## config.mk

```make
export PLATFORM = sky130hd
export DESIGN_NAME = ir_remote_unit
export DESIGN_NICKNAME = d
export VERILOG_FILES = /design/src/rtl/ir_remote_pkg.sv /design/src/rtl/ir_tick_select.sv /design/src/rtl/ir_edge_filter.sv /design/src/rtl/ir_remote_unit.sv
export VERILOG_INCLUDE_DIRS = /design/src /design/src/rtl
export SDC_FILE = /design/constraint.sdc
export NUM_CORES = 1
export LEC_CHECK = 0
export BUFFER_PORTS_ARGS = -buffer_cell sky130_fd_sc_hd__buf_4
export CAP_MARGIN = 20
export CORE_ASPECT_RATIO = 2
export CORE_MARGIN = 3
export CORE_UTILIZATION = 35
export CTS_CLUSTER_SIZE = 30
export DETAILED_ROUTE_END_ITERATION = 10
export GPL_TIMING_DRIVEN = 0
export PLACE_DENSITY = 0.56
export SLEW_MARGIN = 15
export SYNTH_ARGS = -nofsm -noshare
export SYNTH_HDL_FRONTEND = slang
export SYNTH_SLANG_ARGS = --single-unit
```

## constraint.sdc

```tcl
create_clock -name aclk -period 3.93 [get_ports aclk]
set_input_delay 0.1965 -clock aclk [delete_from_list [all_inputs] [get_ports aclk]]
set_output_delay 0.1965 -clock aclk [all_outputs]
set_load 0.01 [all_outputs]
```

## src/rtl/ir_remote_cfg.svh

```systemverilog
/*
  Constants of the infrared remote unit: register indexes, fields,
  reset values and bus codes. Assumes byte address = index * 4.
*/
// Function
// - Direction bit zero transmits, one receives
// - Enable starts operation, clearing it stops
// - Level bit gates carrier onto transmit pin
// - Counter loads on write, decrements, underflows once
// - Enable in receive mode starts edge detection
// - Receive pin sampled on carrier clock tick
// - Edge needs new level on two ticks
// - Receive mode level bit shows received level
// - Receive mode counter underflow also flagged
// - One interrupt request shared by three causes
// - Underflow sets flag bit zero
// - Underflow enable zero blocks its flag
// - Rising receive edge sets flag bit one
// - Falling receive edge sets flag bit two
// - Edge enables zero block their flags
// - Writing one clears a flag
// - Request active while any flag set
// - Config bits: enable bit0, direction bit1
`ifndef IR_REMOTE_CFG_SVH
`define IR_REMOTE_CFG_SVH
`define IR_ADDR_W      18
`define IR_IDX_CONFIG  16'h5340
`define IR_IDX_PRESCL  16'h5341
`define IR_IDX_LEVEL   16'h5344
`define IR_IDX_COUNT   16'h5345
`define IR_IDX_MASK    16'h5346
`define IR_IDX_FLAGS   16'h5347
`define IR_BIT_EN      0
`define IR_BIT_DIR     1
`define IR_BIT_UNDER   0
`define IR_BIT_RISE    1
`define IR_BIT_FALL    2
`define IR_RST_BYTE    8'h00
`define IR_RST_MASK    3'h0
`define IR_SEL_OFF     4'hf
`define IR_RESP_OKAY   2'h0
`define IR_RESP_SLVERR 2'h2
`endif

```

## src/rtl/ir_remote_pkg.sv

```systemverilog
/*
  Types shared by the infrared remote unit.
  Assumes ir_remote_cfg.svh is compiled alongside.
*/
package ir_remote_pkg;
  // Operating state, one-hot.
  typedef enum logic [2:0] {
    ST_OFF = 3'b001,
    ST_TX  = 3'b010,
    ST_RX  = 3'b100
  } mode_e;
  // Prescaler taps, bit n pulses at clock/2**n.
  typedef logic [14:0] taps_t;
  // Interrupt causes in flag order.
  typedef struct packed {
    logic fall;
    logic rise;
    logic under;
  } cause_s;
endpackage : ir_remote_pkg

```

## src/rtl/ir_tick_select.sv

```systemverilog
/*
  Selects one prescaler tap as a count or sample tick.
  Assumes each tap is a one-cycle pulse on aclk.
*/
`timescale 1ns/100ps
`include "ir_remote_cfg.svh"
module ir_tick_select (
  input  wire ir_remote_pkg::taps_t taps,
  input  wire logic [3:0]           sel,
  output logic                      tick
);
  import ir_remote_pkg::*;
  // The reserved code yields no tick, so the consumer stalls.
  assign tick = (sel == `IR_SEL_OFF) ? 1'b0 : taps[sel];
endmodule // ir_tick_select

```

## src/rtl/ir_edge_filter.sv

```systemverilog
/*
  Noise filter and edge detector for the receive pin.
  Assumes the pin is already synchronous to aclk.
*/
`timescale 1ns/100ps
`include "ir_remote_cfg.svh"
module ir_edge_filter (
  input  wire logic aclk,
  input  wire logic aresetn,
  input  wire logic run,
  input  wire logic tick,
  input  wire logic pin,
  output logic      level,
  output logic      rise,
  output logic      fall
);
  import ir_remote_pkg::*;
  logic prev_r;
  logic level_r;
  logic rise_r;
  logic fall_r;
  wire  agree = tick & (pin == prev_r) & (pin != level_r);
  // While idle the filter tracks the pin, so enabling never fakes an edge.
  always_ff @(posedge aclk) begin
    if (!aresetn) begin
      prev_r  <= 1'b0;
      level_r <= 1'b0;
      rise_r  <= 1'b0;
      fall_r  <= 1'b0;
    end else if (!run) begin
      prev_r  <= pin;
      level_r <= pin;
      rise_r  <= 1'b0;
      fall_r  <= 1'b0;
    end else begin
      if (tick) prev_r <= pin;
      if (agree) level_r <= pin;
      rise_r <= agree & pin;
      fall_r <= agree & ~pin;
    end
  end
  assign level = level_r;
  assign rise  = rise_r;
  assign fall  = fall_r;
endmodule // ir_edge_filter

```

## src/rtl/ir_remote_unit.sv

```systemverilog
/*
  Infrared remote unit: AXI4-Lite registers, pulse length counter,
  carrier gating on transmit and filtered edge capture on receive.
  Assumes carrier and prescaler taps come from outside on aclk,
  and the receive pin is synchronous to aclk.
*/
// Register access over AXI4-Lite was left to the implementer.
`timescale 1ns/100ps
`include "ir_remote_cfg.svh"
module ir_remote_unit (
  input  wire logic                  aclk,
  input  wire logic                  aresetn,
  input  wire logic [`IR_ADDR_W-1:0] s_axi_awaddr,
  input  wire logic                  s_axi_awvalid,
  output logic                       s_axi_awready,
  input  wire logic [31:0]           s_axi_wdata,
  input  wire logic [3:0]            s_axi_wstrb,
  input  wire logic                  s_axi_wvalid,
  output logic                       s_axi_wready,
  output logic [1:0]                 s_axi_bresp,
  output logic                       s_axi_bvalid,
  input  wire logic                  s_axi_bready,
  input  wire logic [`IR_ADDR_W-1:0] s_axi_araddr,
  input  wire logic                  s_axi_arvalid,
  output logic                       s_axi_arready,
  output logic [31:0]                s_axi_rdata,
  output logic [1:0]                 s_axi_rresp,
  output logic                       s_axi_rvalid,
  input  wire logic                  s_axi_rready,
  input  wire ir_remote_pkg::taps_t  prescale_taps,
  input  wire logic                  carrier_in,
  input  wire logic                  ir_receive_pin,
  output logic                       ir_transmit_pin,
  output logic                       irq
);
  import ir_remote_pkg::*;

  // ==========================================================
  // Write channel
  // ==========================================================
  logic                  aw_got_r;
  logic                  w_got_r;
  logic [`IR_ADDR_W-1:0] awaddr_r;
  logic [7:0]            wbyte_r;
  logic                  wlane_r;
  logic                  bvalid_r;
  logic [1:0]            bresp_r;

  // Address and data are taken independently, then answered together.
  assign s_axi_awready = ~aw_got_r & ~bvalid_r;
  assign s_axi_wready  = ~w_got_r & ~bvalid_r;
  wire aw_take  = s_axi_awvalid & s_axi_awready;
  wire w_take   = s_axi_wvalid & s_axi_wready;
  wire do_write = aw_got_r & w_got_r & ~bvalid_r;

  // Write decode on the word index.
  wire [15:0] widx   = awaddr_r[`IR_ADDR_W-1:2];
  wire        wr_en  = do_write & wlane_r;
  wire        wr_cfg = wr_en & (widx == `IR_IDX_CONFIG);
  wire        wr_psc = wr_en & (widx == `IR_IDX_PRESCL);
  wire        wr_lvl = wr_en & (widx == `IR_IDX_LEVEL);
  wire        wr_cnt = wr_en & (widx == `IR_IDX_COUNT);
  wire        wr_msk = wr_en & (widx == `IR_IDX_MASK);
  wire        wr_flg = wr_en & (widx == `IR_IDX_FLAGS);
  wire        w_hit  = (widx == `IR_IDX_CONFIG) | (widx == `IR_IDX_PRESCL)
                     | ((widx >= `IR_IDX_LEVEL) & (widx <= `IR_IDX_FLAGS));

  // Capture of the two write channels.
  always_ff @(posedge aclk) begin
    if (!aresetn) begin
      aw_got_r <= 1'b0;
      w_got_r  <= 1'b0;
      awaddr_r <= '0;
      wbyte_r  <= `IR_RST_BYTE;
      wlane_r  <= 1'b0;
    end else begin
      if (aw_take) begin
        aw_got_r <= 1'b1;
        awaddr_r <= s_axi_awaddr;
      end else if (do_write) begin
        aw_got_r <= 1'b0;
      end
      if (w_take) begin
        w_got_r <= 1'b1;
        wbyte_r <= s_axi_wdata[7:0];
        wlane_r <= s_axi_wstrb[0];
      end else if (do_write) begin
        w_got_r <= 1'b0;
      end
    end
  end

  // Write response; unmapped addresses answer with an error.
  always_ff @(posedge aclk) begin
    if (!aresetn) begin
      bvalid_r <= 1'b0;
      bresp_r  <= `IR_RESP_OKAY;
    end else if (do_write) begin
      bvalid_r <= 1'b1;
      bresp_r  <= w_hit ? `IR_RESP_OKAY : `IR_RESP_SLVERR;
    end else if (s_axi_bready) begin
      bvalid_r <= 1'b0;
    end
  end
  assign s_axi_bvalid = bvalid_r;
  assign s_axi_bresp  = bresp_r;

  // ==========================================================
  // Control registers
  // ==========================================================
  logic [1:0] cfg_r;
  logic [7:0] psc_r;
  logic       level_r;
  logic [2:0] mask_r;
  mode_e      mode_r;
  mode_e      mode_nxt;

  // Configuration, clock selects, level bit and enables.
  always_ff @(posedge aclk) begin
    if (!aresetn) begin
      cfg_r   <= 2'h0;
      psc_r   <= `IR_RST_BYTE;
      level_r <= 1'b0;
      mask_r  <= `IR_RST_MASK;
    end else begin
      if (wr_cfg) cfg_r <= {wbyte_r[`IR_BIT_DIR], wbyte_r[`IR_BIT_EN]};
      if (wr_psc) psc_r <= wbyte_r;
      if (wr_lvl) level_r <= wbyte_r[0];
      if (wr_msk) mask_r <= wbyte_r[2:0];
    end
  end

  // Operating state follows the enable and direction bits.
  always_comb begin
    case ({cfg_r[1], cfg_r[0]})
      2'b01:   mode_nxt = ST_TX;
      2'b11:   mode_nxt = ST_RX;
      2'b00:   mode_nxt = ST_OFF;
      2'b10:   mode_nxt = ST_OFF;
      default: mode_nxt = ST_OFF;
    endcase
  end
  always_ff @(posedge aclk) begin
    if (!aresetn) mode_r <= ST_OFF;
    else          mode_r <= mode_nxt;
  end
  wire running = (mode_r != ST_OFF);
  wire rx_mode = (mode_r == ST_RX);

  // ==========================================================
  // Ticks, receive filter and length counter
  // ==========================================================
  logic cg_tick;
  logic lc_tick;
  logic rx_level;
  logic rx_rise;
  logic rx_fall;

  ir_tick_select u_cg_sel (
    .taps (prescale_taps),
    .sel  (psc_r[7:4]),
    .tick (cg_tick)
  );
  ir_tick_select u_lc_sel (
    .taps (prescale_taps),
    .sel  (psc_r[3:0]),
    .tick (lc_tick)
  );
  ir_edge_filter u_filter (
    .aclk    (aclk),
    .aresetn (aresetn),
    .run     (rx_mode),
    .tick    (cg_tick),
    .pin     (ir_receive_pin),
    .level   (rx_level),
    .rise    (rx_rise),
    .fall    (rx_fall)
  );

  logic [7:0] count_r;
  logic [7:0] count_nxt;
  // A load beats a tick in the same cycle; the counter parks at zero.
  wire count_step = running & lc_tick & (count_r != 8'h00) & ~wr_cnt;
  wire under_hit  = count_step & (count_r == 8'h01);

  assign count_nxt = wr_cnt     ? wbyte_r
                   : count_step ? count_r - 8'h01 : count_r;
  always_ff @(posedge aclk) begin
    if (!aresetn) count_r <= `IR_RST_BYTE;
    else          count_r <= count_nxt;
  end

  // ==========================================================
  // Interrupt flags
  // ==========================================================
  cause_s flags_r;
  cause_s flags_nxt;
  cause_s set_v;
  cause_s clr_v;
  // Each cause is dropped while its enable is low.
  assign set_v.under = under_hit & mask_r[`IR_BIT_UNDER];
  assign set_v.rise  = rx_rise & mask_r[`IR_BIT_RISE];
  assign set_v.fall  = rx_fall & mask_r[`IR_BIT_FALL];
  assign clr_v       = wr_flg ? cause_s'(wbyte_r[2:0]) : cause_s'(3'h0);
  // A new event beats a clear landing in the same cycle.
  assign flags_nxt   = cause_s'((flags_r & ~clr_v) | set_v);
  always_ff @(posedge aclk) begin
    if (!aresetn) flags_r <= cause_s'(`IR_RST_MASK);
    else          flags_r <= flags_nxt;
  end
  assign irq = |flags_r;

  // ==========================================================
  // Transmit output
  // ==========================================================
  logic tx_r;
  // Registered so the pin never glitches on decode changes.
  always_ff @(posedge aclk) begin
    if (!aresetn) tx_r <= 1'b0;
    else          tx_r <= (mode_r == ST_TX) & level_r & carrier_in;
  end
  assign ir_transmit_pin = tx_r;

  // ==========================================================
  // Read channel
  // ==========================================================
  logic        rvalid_r;
  logic [31:0] rdata_r;
  logic [1:0]  rresp_r;
  logic [7:0]  rbyte;
  logic        r_hit;
  wire  [15:0] ridx = s_axi_araddr[`IR_ADDR_W-1:2];
  wire         lvl_view = rx_mode ? rx_level : level_r;

  always_comb begin
    r_hit = 1'b1;
    case (ridx)
      `IR_IDX_CONFIG: rbyte = {6'h00, cfg_r};
      `IR_IDX_PRESCL: rbyte = psc_r;
      `IR_IDX_LEVEL:  rbyte = {7'h00, lvl_view};
      `IR_IDX_COUNT:  rbyte = count_r;
      `IR_IDX_MASK:   rbyte = {5'h00, mask_r};
      `IR_IDX_FLAGS:  rbyte = {5'h00, flags_r};
      default: begin
        rbyte = 8'h00;
        r_hit = 1'b0;
      end
    endcase
  end

  assign s_axi_arready = ~rvalid_r;
  always_ff @(posedge aclk) begin
    if (!aresetn) begin
      rvalid_r <= 1'b0;
      rdata_r  <= 32'h0000_0000;
      rresp_r  <= `IR_RESP_OKAY;
    end else if (s_axi_arvalid & ~rvalid_r) begin
      rvalid_r <= 1'b1;
      rdata_r  <= {24'h00_0000, rbyte};
      rresp_r  <= r_hit ? `IR_RESP_OKAY : `IR_RESP_SLVERR;
    end else if (s_axi_rready) begin
      rvalid_r <= 1'b0;
    end
  end
  assign s_axi_rvalid = rvalid_r;
  assign s_axi_rdata  = rdata_r;
  assign s_axi_rresp  = rresp_r;
endmodule // ir_remote_unit

```

### Yosys cells after proc, flatten, opt, wreduce, memory -nomap -nowiden

Cells that the tools add are included.

| operators by class | value |
|---|---|
| reductions and logical operators | 11 |
| $add $sub $neg | 1 |
| order comparisons | 4 |
| equal/unequal tests | 25 |
| mux-type cells | 26 |
| $mul | 0 |
| div/mod/pow operators | 0 |
| bitwise operators | 39 |
| shifts and indexed selects | 0 |

Operators by type and width:

| operator | count |
|---|---|
| == test 16 x 15 -> 1 bit (second input constant) | 12 |
| case mux 8 bit (6 select lines) | 1 |
| AND 1 bit | 28 |
| two-way mux 1 bit | 17 |
| >= comparator 16 x 15 -> 1 bit (second input constant) | 1 |
| less-or-equal comparator 16 x 15 -> 1 bit (second input constant) | 1 |
| two-way mux 8 bit | 2 |
| < comparator 4 x 5 -> 1 bit (second input constant) | 2 |
| nonzero test 2 bit | 5 |
| case mux 3 bit (3 select lines) | 1 |
| binary-select mux 1 bit (select 4 bit) | 2 |
| == test 4 bit (second input constant) | 2 |
| == test 8 x 1 -> 1 bit (second input constant) | 1 |
| nonzero test 8 bit | 1 |
| subtractor 8 x 1 -> 8 bit (second input constant) | 1 |
| NOT 1 bit | 6 |
| OR reduction 6 bit | 1 |
| == test 2 bit (second input constant) | 2 |
| two-way mux 2 bit | 2 |
| inequality test 2 x 1 -> 1 bit (second input constant) | 2 |
| AND 3 bit | 1 |
| == test 3 x 2 -> 1 bit (second input constant) | 1 |
| == test 3 bit (second input constant) | 1 |
| two-way mux 3 bit | 1 |
| other kinds (11) | 12 |

| word-level totals | value |
|---|---|
| bits in latches | 0 |
| word-level logic and storage cells | 130 |
| memories | 0 |
| bits in registers | 76 |
| memory bits (read-only) | 0 |
| memory bits (writable) | 0 |

### Longest topological paths before layout

Gate-level depths: netlist (run 1).

| logic depth | value |
|---|---|
| depth after elaboration | 9 |
| gate-level depth with buffers | 7 |

### Hierarchy

A second synthesis (run 1) with hierarchy kept.

| unflattened totals | value |
|---|---|
| cell total of the unflattened synthesis | 428 |
| area total of the unflattened synthesis | 3,672.3 um^2 |

By module, submodules not included:

| module | area an instance (um^2) | instances | seq. area each (um^2) | cells an instance |
|---|---|---|---|---|
| ir_remote_unit | 3,230.6 | 1 | 1,361.3 | 392 |
| ir_tick_select | 135.1 | 2 | 0.0 | 10 |
| ir_edge_filter | 171.4 | 1 | 80.1 | 16 |

### Worst setup path before layout (run 1)

Ideal clock, no wire load.

| timing path | value |
|---|---|
| kind | register to register |
| from | register psc_r[0] |
| to | register count_r[6] |
| arrival time | 1.570 ns |
| path buffers | 1 |
| period minus slack after synthesis | 1.701 ns |
| cell stages (with the launch flop) | 8 |
| setup time | 0.132 ns |
| required time | 3.798 ns |
| path slack | 2.229 ns |
| cells stage by stage | dfxtp_1 -> buf_6 -> mux4_2 -> o22ai_2 -> o22ai_4 -> nand2_4 -> mux2i_1 -> o22ai_1 |

| between the ends | value |
|---|---|
| word-level cells in the longest chain between the ends | 7 |

Ends and longest elaborated chain:

| item | RTL line | text |
|---|---|---|
| start: declaration | ir_remote_unit.sv:112 | `logic [7:0] psc_r;` |
| start signal: assignment | ir_remote_unit.sv:122 | `` psc_r <= `IR_RST_BYTE; `` |
| start signal: assignment | ir_remote_unit.sv:127 | `if (wr_psc) psc_r <= wbyte_r;` |
| binary-select mux 1 bit (select 4 bit) | ir_tick_select.sv:14 | `` assign tick = (sel == `IR_SEL_OFF) ? 1'b0 : taps[sel]; `` |
| two-way mux 1 bit (implied by the code) | ir_tick_select.sv:14 |  |
| two-way mux 1 bit (*) | ir_tick_select.sv:14 |  |
| AND 1 bit (*) (3 in a row) | ir_remote_unit.sv:183 | `wire count_step = running & lc_tick & (count_r != 8'h00) & ~wr_cnt;` |
| nonzero test 2 bit (no source line) (*) | -- |  |
| end signal: assignment | ir_remote_unit.sv:189 | `` if (!aresetn) count_r <= `IR_RST_BYTE; `` |
| end signal: assignment | ir_remote_unit.sv:190 | `else count_r <= count_nxt;` |
| end: declaration | ir_remote_unit.sv:180 | `logic [7:0] count_r;` |

Mark *: on every way between the ends. The rest lies on a longest branch, timed or not. The select of a mux whose other input is x is not followed.
A chain may end at the register's enable or synchronous reset.

### Final worst setup path (run 1)

| timing path | value |
|---|---|
| from | register psc_r[5] |
| to | register u_filter.level_r (netlist: u_filter.level) |

| between the ends | value |
|---|---|
| word-level cells in the longest chain between the ends | 6 |

Ends and longest elaborated chain:

| item | RTL line | text |
|---|---|---|
| binary-select mux 1 bit (select 4 bit) | ir_tick_select.sv:14 |  |
| two-way mux 1 bit (implied by the code) | ir_tick_select.sv:14 |  |
| two-way mux 1 bit (*) | ir_tick_select.sv:14 |  |
| AND 1 bit (*) (2 in a row) | ir_edge_filter.sv:22 | `wire agree = tick & (pin == prev_r) & (pin != level_r);` |
| inequality test 2 x 1 -> 1 bit (no source line) (*) | -- |  |
| end signal: assignment | ir_edge_filter.sv:32 | `level_r <= pin;` |
| end signal: assignment | ir_edge_filter.sv:37 | `if (agree) level_r <= pin;` |
| end: declaration | ir_edge_filter.sv:19 | `logic level_r;` |

Marked as above.

==> reports/results.ini, run 1 <==
[outcome]
outcome = finished, final reports clean

[route]
vias_per_cell = 4.92
wl_per_cell_um = 15.5
first_pass_iters = 4
ant_nets = 0
initialDrtViolationCount = 176
drcViolationCount = 0
wl_um = 10600
vias = 3360

[synthesis]
dominantRegCellSynth = dfxtp_1
synth_cells = 426
synth_area_mm2 = 0.00367
yosysTopAreaCell = dfxtp_1
ys_warn_count = 0
synth-seq-cells = 72
synth-edff-count = 0
ys_types = 67
ys_seq_area_share_pct = 39.3
syn_avg_cell_area_um2 = 8.61
synth-async-reset-ratio_pct = 0
synth_area_leaders = dfxtp_1 (39%), nand2_1 (8.6%), mux2i_1 (6.3%), buf_4 (5.3%), a21oi_1 (4.6%)
synth.top_cell.area_share_pct = 39.3

[timing]
hold_viol = 0
rsz0062_at_grt = no
worst_clock_skew_ps = 7.35
slew_violations = 0
hold_ws_ps = 42.5
tightest_slew_ps = 617
timing.final.crit_share_pct = 51.7
relSlewSlack_pct = 58.9
period_needed_ps = 2030
max_freq_mhz = 493
tns_ps = 0
setup_viol = 0

[worst_setup_path]
crit_fanout = 7
worstPathArrival_ps = 2290
cpPeakStageDelay_ps = 520
startpoint_type = flop
crit_chain = buf_2, mux4_2, mux2i_1, o21ai_1, or2_0, a31oi_1
cp.required_ps = 4190
cp_slowest_cell = mux4_2
endpoint_kind = flop
crit_type = flop to flop

[clock_tree]
cts_buffers = 9
h-tree-depth = 3
postCtsHoldBufs = 0
cts_num_sinks = 72
ctsResizeCount = 0
cts_tree = built
root_buffer = clkbuf_16
clockBufferDepth = 2
insertion_delay_ps = 340
post-cts-setup-buffer-count = 0
cts.reportedPaths.clkPinSlew_ps = 60

[global_routing]
grt_pass1_wl_um = 16400
first_global_vias = 3326
grt_max_degree = 14
globalRouteOverflowTotal = 0
grt_usage_pct = 18.5
antenna_found_initial = 0

[finish]
diodes = 0
fin_util_pct = 47.4
mostFrequentLayoutCells = buf_4 (107), nand2_1 (84), dfxtp_1 (72)
fin_nets = 641
syn_to_final_growth_pct = 31.2
fin_cells = 683
layout-drive-gt1-share_pct = 27.6
layout_commonest_cell = buf_4

[floorplan]
start_util_pct = 36.1
die_area_mm2 = 0.0118
ios = 139
core_mm2 = 0.0101
die_x_um = 78.4
num_rows = 52
fp.dieH_um = 151

[power]
power.leakage_nw = 2.01
fin_total_pwr_w = 0.00173
p_per_area_mw_per_mm2 = 360
ir_drop_mv = 0.261

[run]
cap_violations = 0

[place]
io_buffers = 81
gp_congestion = 0.876
hpwl_um = 8630
post-place-cells = 667

[hold_path]
hold_path_class = input port to flop

[per-layer routing]
metal	up-vias	GRT usage, %	part of all wire [%]
li1	1679	-	-
met3	22	3.29	5.4
met1	1540	16.4	32
met4	0	9.19	3.1
met5	-	0	0
met2	119	38.0	59
[logic make-up (layout without fill, tap and decap cells)]
| family | count (synthesis) | after routing | synth area share (%) |
|---|---|---|---|
| compound gates | 82 | 82 | 14.4 |
| xor+xnor | 6 | 6 | 1.43 |
| fa+ha+maj | 2 | 2 | 0.682 |
| buf+inv | 57 | 154 | 8.87 |
| flops | 72 | 72 | 39.3 |
| mux | 34 | 34 | 11.2 |
| other cells | 1 | 26 | 0.102 |
| simple gates | 172 | 172 | 24.0 |
[registers in the layout, indices dropped and copies added, names as in the netlist, 2 cells and up]
| signal | count |
|---|---|
| count_r | 8 |
| wbyte_r | 8 |
| cfg_r | 2 |
| flags_r | 3 |
| awaddr_r | 16 |
| psc_r | 8 |
| s_axi_rdata | 8 |
| mask_r | 3 |
| mode_r | 3 |
[through the flow]
| step | instance area, um^2 | worst slack (ps) |
|---|---|---|
| after floorplan | 3760 | 2230 |
| after global placement | 4540 | 1930 |
| after detailed placement | 4540 | 1900 |
| after CTS | 4810 | 1880 |
| after global routing | 4810 | 1720 |
| final | 4810 | 1900 |
[final timing paths]
path	from	endpoint	cells past startpoint	slack (ps)
max reg2reg	psc_r[5]	u_filter.level	6	1900
min reg2reg	s_axi_rdata[3]	s_axi_rdata[3]	2	450
max	psc_r[5]	u_filter.level	6	1900
min	s_axi_rready	s_axi_rvalid	2	40
[where the power goes]
group	switching (W)	internal, W	total (W)	leakage [nW]
Sequential	0.0000251	0.000753	0.000778	0.586
Clock	0.000327	0.000429	0.000756	0.125
Combinational	0.0000993	0.0000996	0.000199	1.30
Total	0.000451	0.00128	0.00173	2.01
[cell usage after synthesis (all sizes together) (6+ instances only)]
master,instances
nand2,85
dfxtp,72
a21oi,35
buf,33
nor2,26
mux2i,23
o21ai,18
clkbuf,13
nand3,12
inv,10
mux2,6
nand3b,6
o22ai,6
[worst max-delay path: cells and delay by family, from the launching register on]
kind                   cells  cell delay [ps]
AO/OA/AOI/OAI              2              410
AND/OR/NAND/NOR            1              290
buffers and inverters      1              210
flip-flops                 1              300
multiplexers               2              750
[area by class of cell]
cell class / count / area [um^2]
sequential: 72 / 1440
clock buffer: 10 / 229
multi-input combinational: 322 / 1990
buffer: 46 / 284
inverter: 11 / 41.3
fill: 1073 / 5340
timing repair buffer: 81 / 608
clock inverter: 6 / 45.0
tap: 135 / 169
Note: power is estimated with default switching activity, not from simulation.
==> inputs of run 2 (changes only) <==
Clock period 3.93 ns to 1.9 ns, I/O delays scaled along.
==> run 2 against run 1 <==
Against the previous run:
- highest routed layer unchanged
- power up 110%
- largest cell class unchanged
- die area unchanged
- critical endpoint is now count_r[6]
- via count up 0.15%
- maximum frequency up 7.9%
- sequential share of layout area down 1.3 points
- wire length up 2.4%
- register-to-register slack worse by 1900 ps
- final area up 5.7%
- utilization up 2.7 points
- combinational power up 120%
==> reports/results.ini, run 2 (synthesis gave the netlist of run 1 again) <==
[outcome]
outcome = finished, final reports clean

[floorplan]
fp.dieH_um = 151  ; unchanged
start_util_pct = 36.1  ; unchanged
die_x_um = 78.4  ; unchanged
num_rows = 52  ; unchanged
core_mm2 = 0.0101  ; unchanged
ios = 139  ; unchanged
die_area_mm2 = 0.0118  ; unchanged

[route]
drcViolationCount = 0  ; unchanged
first_pass_iters = 4  ; unchanged
wl_per_cell_um = 15.6  ; +1.1%
vias = 3365  ; +0.15%
wl_um = 10800  ; +2.4%
initialDrtViolationCount = 158  ; -10%
ant_nets = 0  ; unchanged
vias_per_cell = 4.86  ; -1.2%

[hold_path]
min_to = awaddr_r[16]
hold_path_class = input port to flop
hold_start = s_axi_awaddr[16]
hold_depth = 3  ; +1

[power]
ir_drop_mv = 0.533  ; +100%
power_frac_clock_pct = 43.3  ; -0.3 points
swShare_pct = 26.1  ; +0.093 points
p_per_area_mw_per_mm2 = 709  ; +97%
p_seq_share_pct = 44.7  ; -0.2 points
fin_total_pwr_w = 0.00361  ; +110%
combPwrFrac_pct = 12.0  ; +0.5 points
p_int_w = 0.00266  ; +110%
power.leakage_nw = 2.10  ; +4.3%
p_switching_w = 0.000942  ; +110%

[timing]
hold_viol = 0  ; unchanged
slew_violations = 0  ; unchanged
period_needed_ps = 1880  ; -148 ps
tightest_slew_ps = 637  ; +20.2 ps
rsz0062_at_grt = yes
timing.final.crit_share_pct = 99.0  ; +47 points
setup_viol = 0  ; unchanged
max_freq_mhz = 531  ; +7.9%
worst_clock_skew_ps = 6.50  ; -0.845 ps
tns_ps = 0  ; unchanged
relSlewSlack_pct = 57.5  ; -1.3 points

[global_routing]
grt_max_degree = 14  ; unchanged
first_global_vias = 3339  ; +0.39%
met3_usage_pct = 3.23  ; -0.060 points
grt-busiest-layer = met2
antenna_found_initial = 0  ; unchanged
met2_usage_pct = 38.2  ; +0.17 points
grt_pass1_wl_um = 16500  ; +0.76%
grt_usage_pct = 18.6  ; +0.16 points
globalRouteOverflowTotal = 0  ; unchanged
grt_use_met1_pct = 16.6  ; +0.16 points

[finish]
fillerInstances = 1040  ; -3.1%
regArea_mm2 = 0.00146  ; +1.2%
fin_util_pct = 50.1  ; +2.7 points
layout-drive-gt1-share_pct = 32.5  ; +4.9 points
diodes = 0  ; unchanged
syn_to_final_growth_pct = 38.7
largest_register_ffs = 16  ; unchanged
layout_commonest_cell = buf_4
mostFrequentLayoutCells = buf_4 (116), nand2_1 (84), dfxtp_1 (64)
multi_input_area_mm2 = 0.00215  ; +8.0%
regMostFlops = awaddr_r
fin_nets = 650  ; +1.4%

[worst_setup_path]
critPathTopFamily = simple AND/OR/NAND/NOR gates
rr_endpoint = count_r[6]
crit_type = flop to flop
ff2ff_path_depth = 6  ; unchanged
regToRegSetupSlack_ps = 20  ; -1880 ps
cp_slowest_cell = or4_4
worstPathArrival_ps = 2080  ; -210 ps
startpoint_type = flop
endpoint_kind = flop
crit_chain = or4_4, nor3_4, a21oi_4, nand2_4, mux2i_1, o22ai_1
worst-path-buf-inv = 0  ; -1
cpPeakStageDelay_ps = 570  ; +50 ps
cp.required_ps = 2090  ; -2100 ps
timing.rr.start = count_r[5]
crit_fanout = 5  ; -2

[clock_tree]
cts_num_sinks = 72  ; unchanged
cts_buffers = 9  ; unchanged
clockBufferDepth = 2  ; unchanged
cts_tree = built
cts.reportedPaths.clkPinSlew_ps = 60  ; about the same
insertion_delay_ps = 340  ; about the same
root_buffer = clkbuf_16
h-tree-depth = 3  ; unchanged

[place]
io_buffers = 81  ; unchanged
hpwl_um = 8630  ; unchanged
gp_congestion = 0.876  ; unchanged

[run]
cap_violations = 0  ; unchanged

run 2: cell type report:
class	instances	share of cell area [%]
clock inverter	6	0.886
tap	135	3.32
clock buffer	10	4.50
sequential	72	28.7
inverter	11	0.812
timing repair buffer	91	13.6
buffer	45	5.83
multi-input combinational	322	42.4
run 2: worst max-delay path by stage:
stage                 startpoint        endpoint  slack [ps]  cells past startpoint
floorplan               psc_r[0]      count_r[6]         200                      7
global placement        psc_r[5]  u_filter.level        -100                      6
detailed placement      psc_r[5]  u_filter.level        -130                      6
CTS                 awaddr_r[15]         level_r          10                      6
global route            psc_r[0]      count_r[6]         -90                      7
finish                count_r[5]      count_r[6]          20                      6
run 2: repair_timing:
item | in CTS | in global routing
buffers inserted | 0 | 7
pin swaps | 0 | 24
setup endpoints to repair | 7 | 23
hold buffers | 2 | 1
endpoints found under the hold margin | 2 | 1
resized for setup | 8 | 35
run 2: stage by stage:
stage	worst slack [ps]	instances	hold slack (ps)	cell area, um^2
finish	18.1	692	6.69	5080
global route	-88.2	692	0.414	5080
floorplan	199	451	194	3760
detailed placement	-133	667	289	4540
global placement	-97.5	667	281	4540
CTS	13.0	684	0.664	4870
run 2: metal layers:
| layer | part of all wire (%) | vias to the layer above |
|---|---|---|
| li1 | - | 1696 |
| met1 | 33 | 1543 |
| met2 | 59 | 102 |
| met3 | 4.6 | 24 |
| met4 | 3.7 | 0 |
| met5 | 0 | - |
run 2: power by group through the flow:
stage                     combinational, W  clock (W)  sequential [W]
after global placement            0.000408          0         0.00164
final                             0.000432    0.00156         0.00161
after CTS                         0.000420    0.00159         0.00161
after floorplan                   0.000227          0         0.00163
after detailed placement          0.000414          0         0.00164
after global routing              0.000478    0.00165         0.00162
run 2: worst register-to-register path: stages (launching register included):
cell,delay [ps]
dfxtp_2,330
or4_4,570
nor3_4,310
a21oi_4,130
nand2_4,130
mux2i_1,190
o22ai_1,80
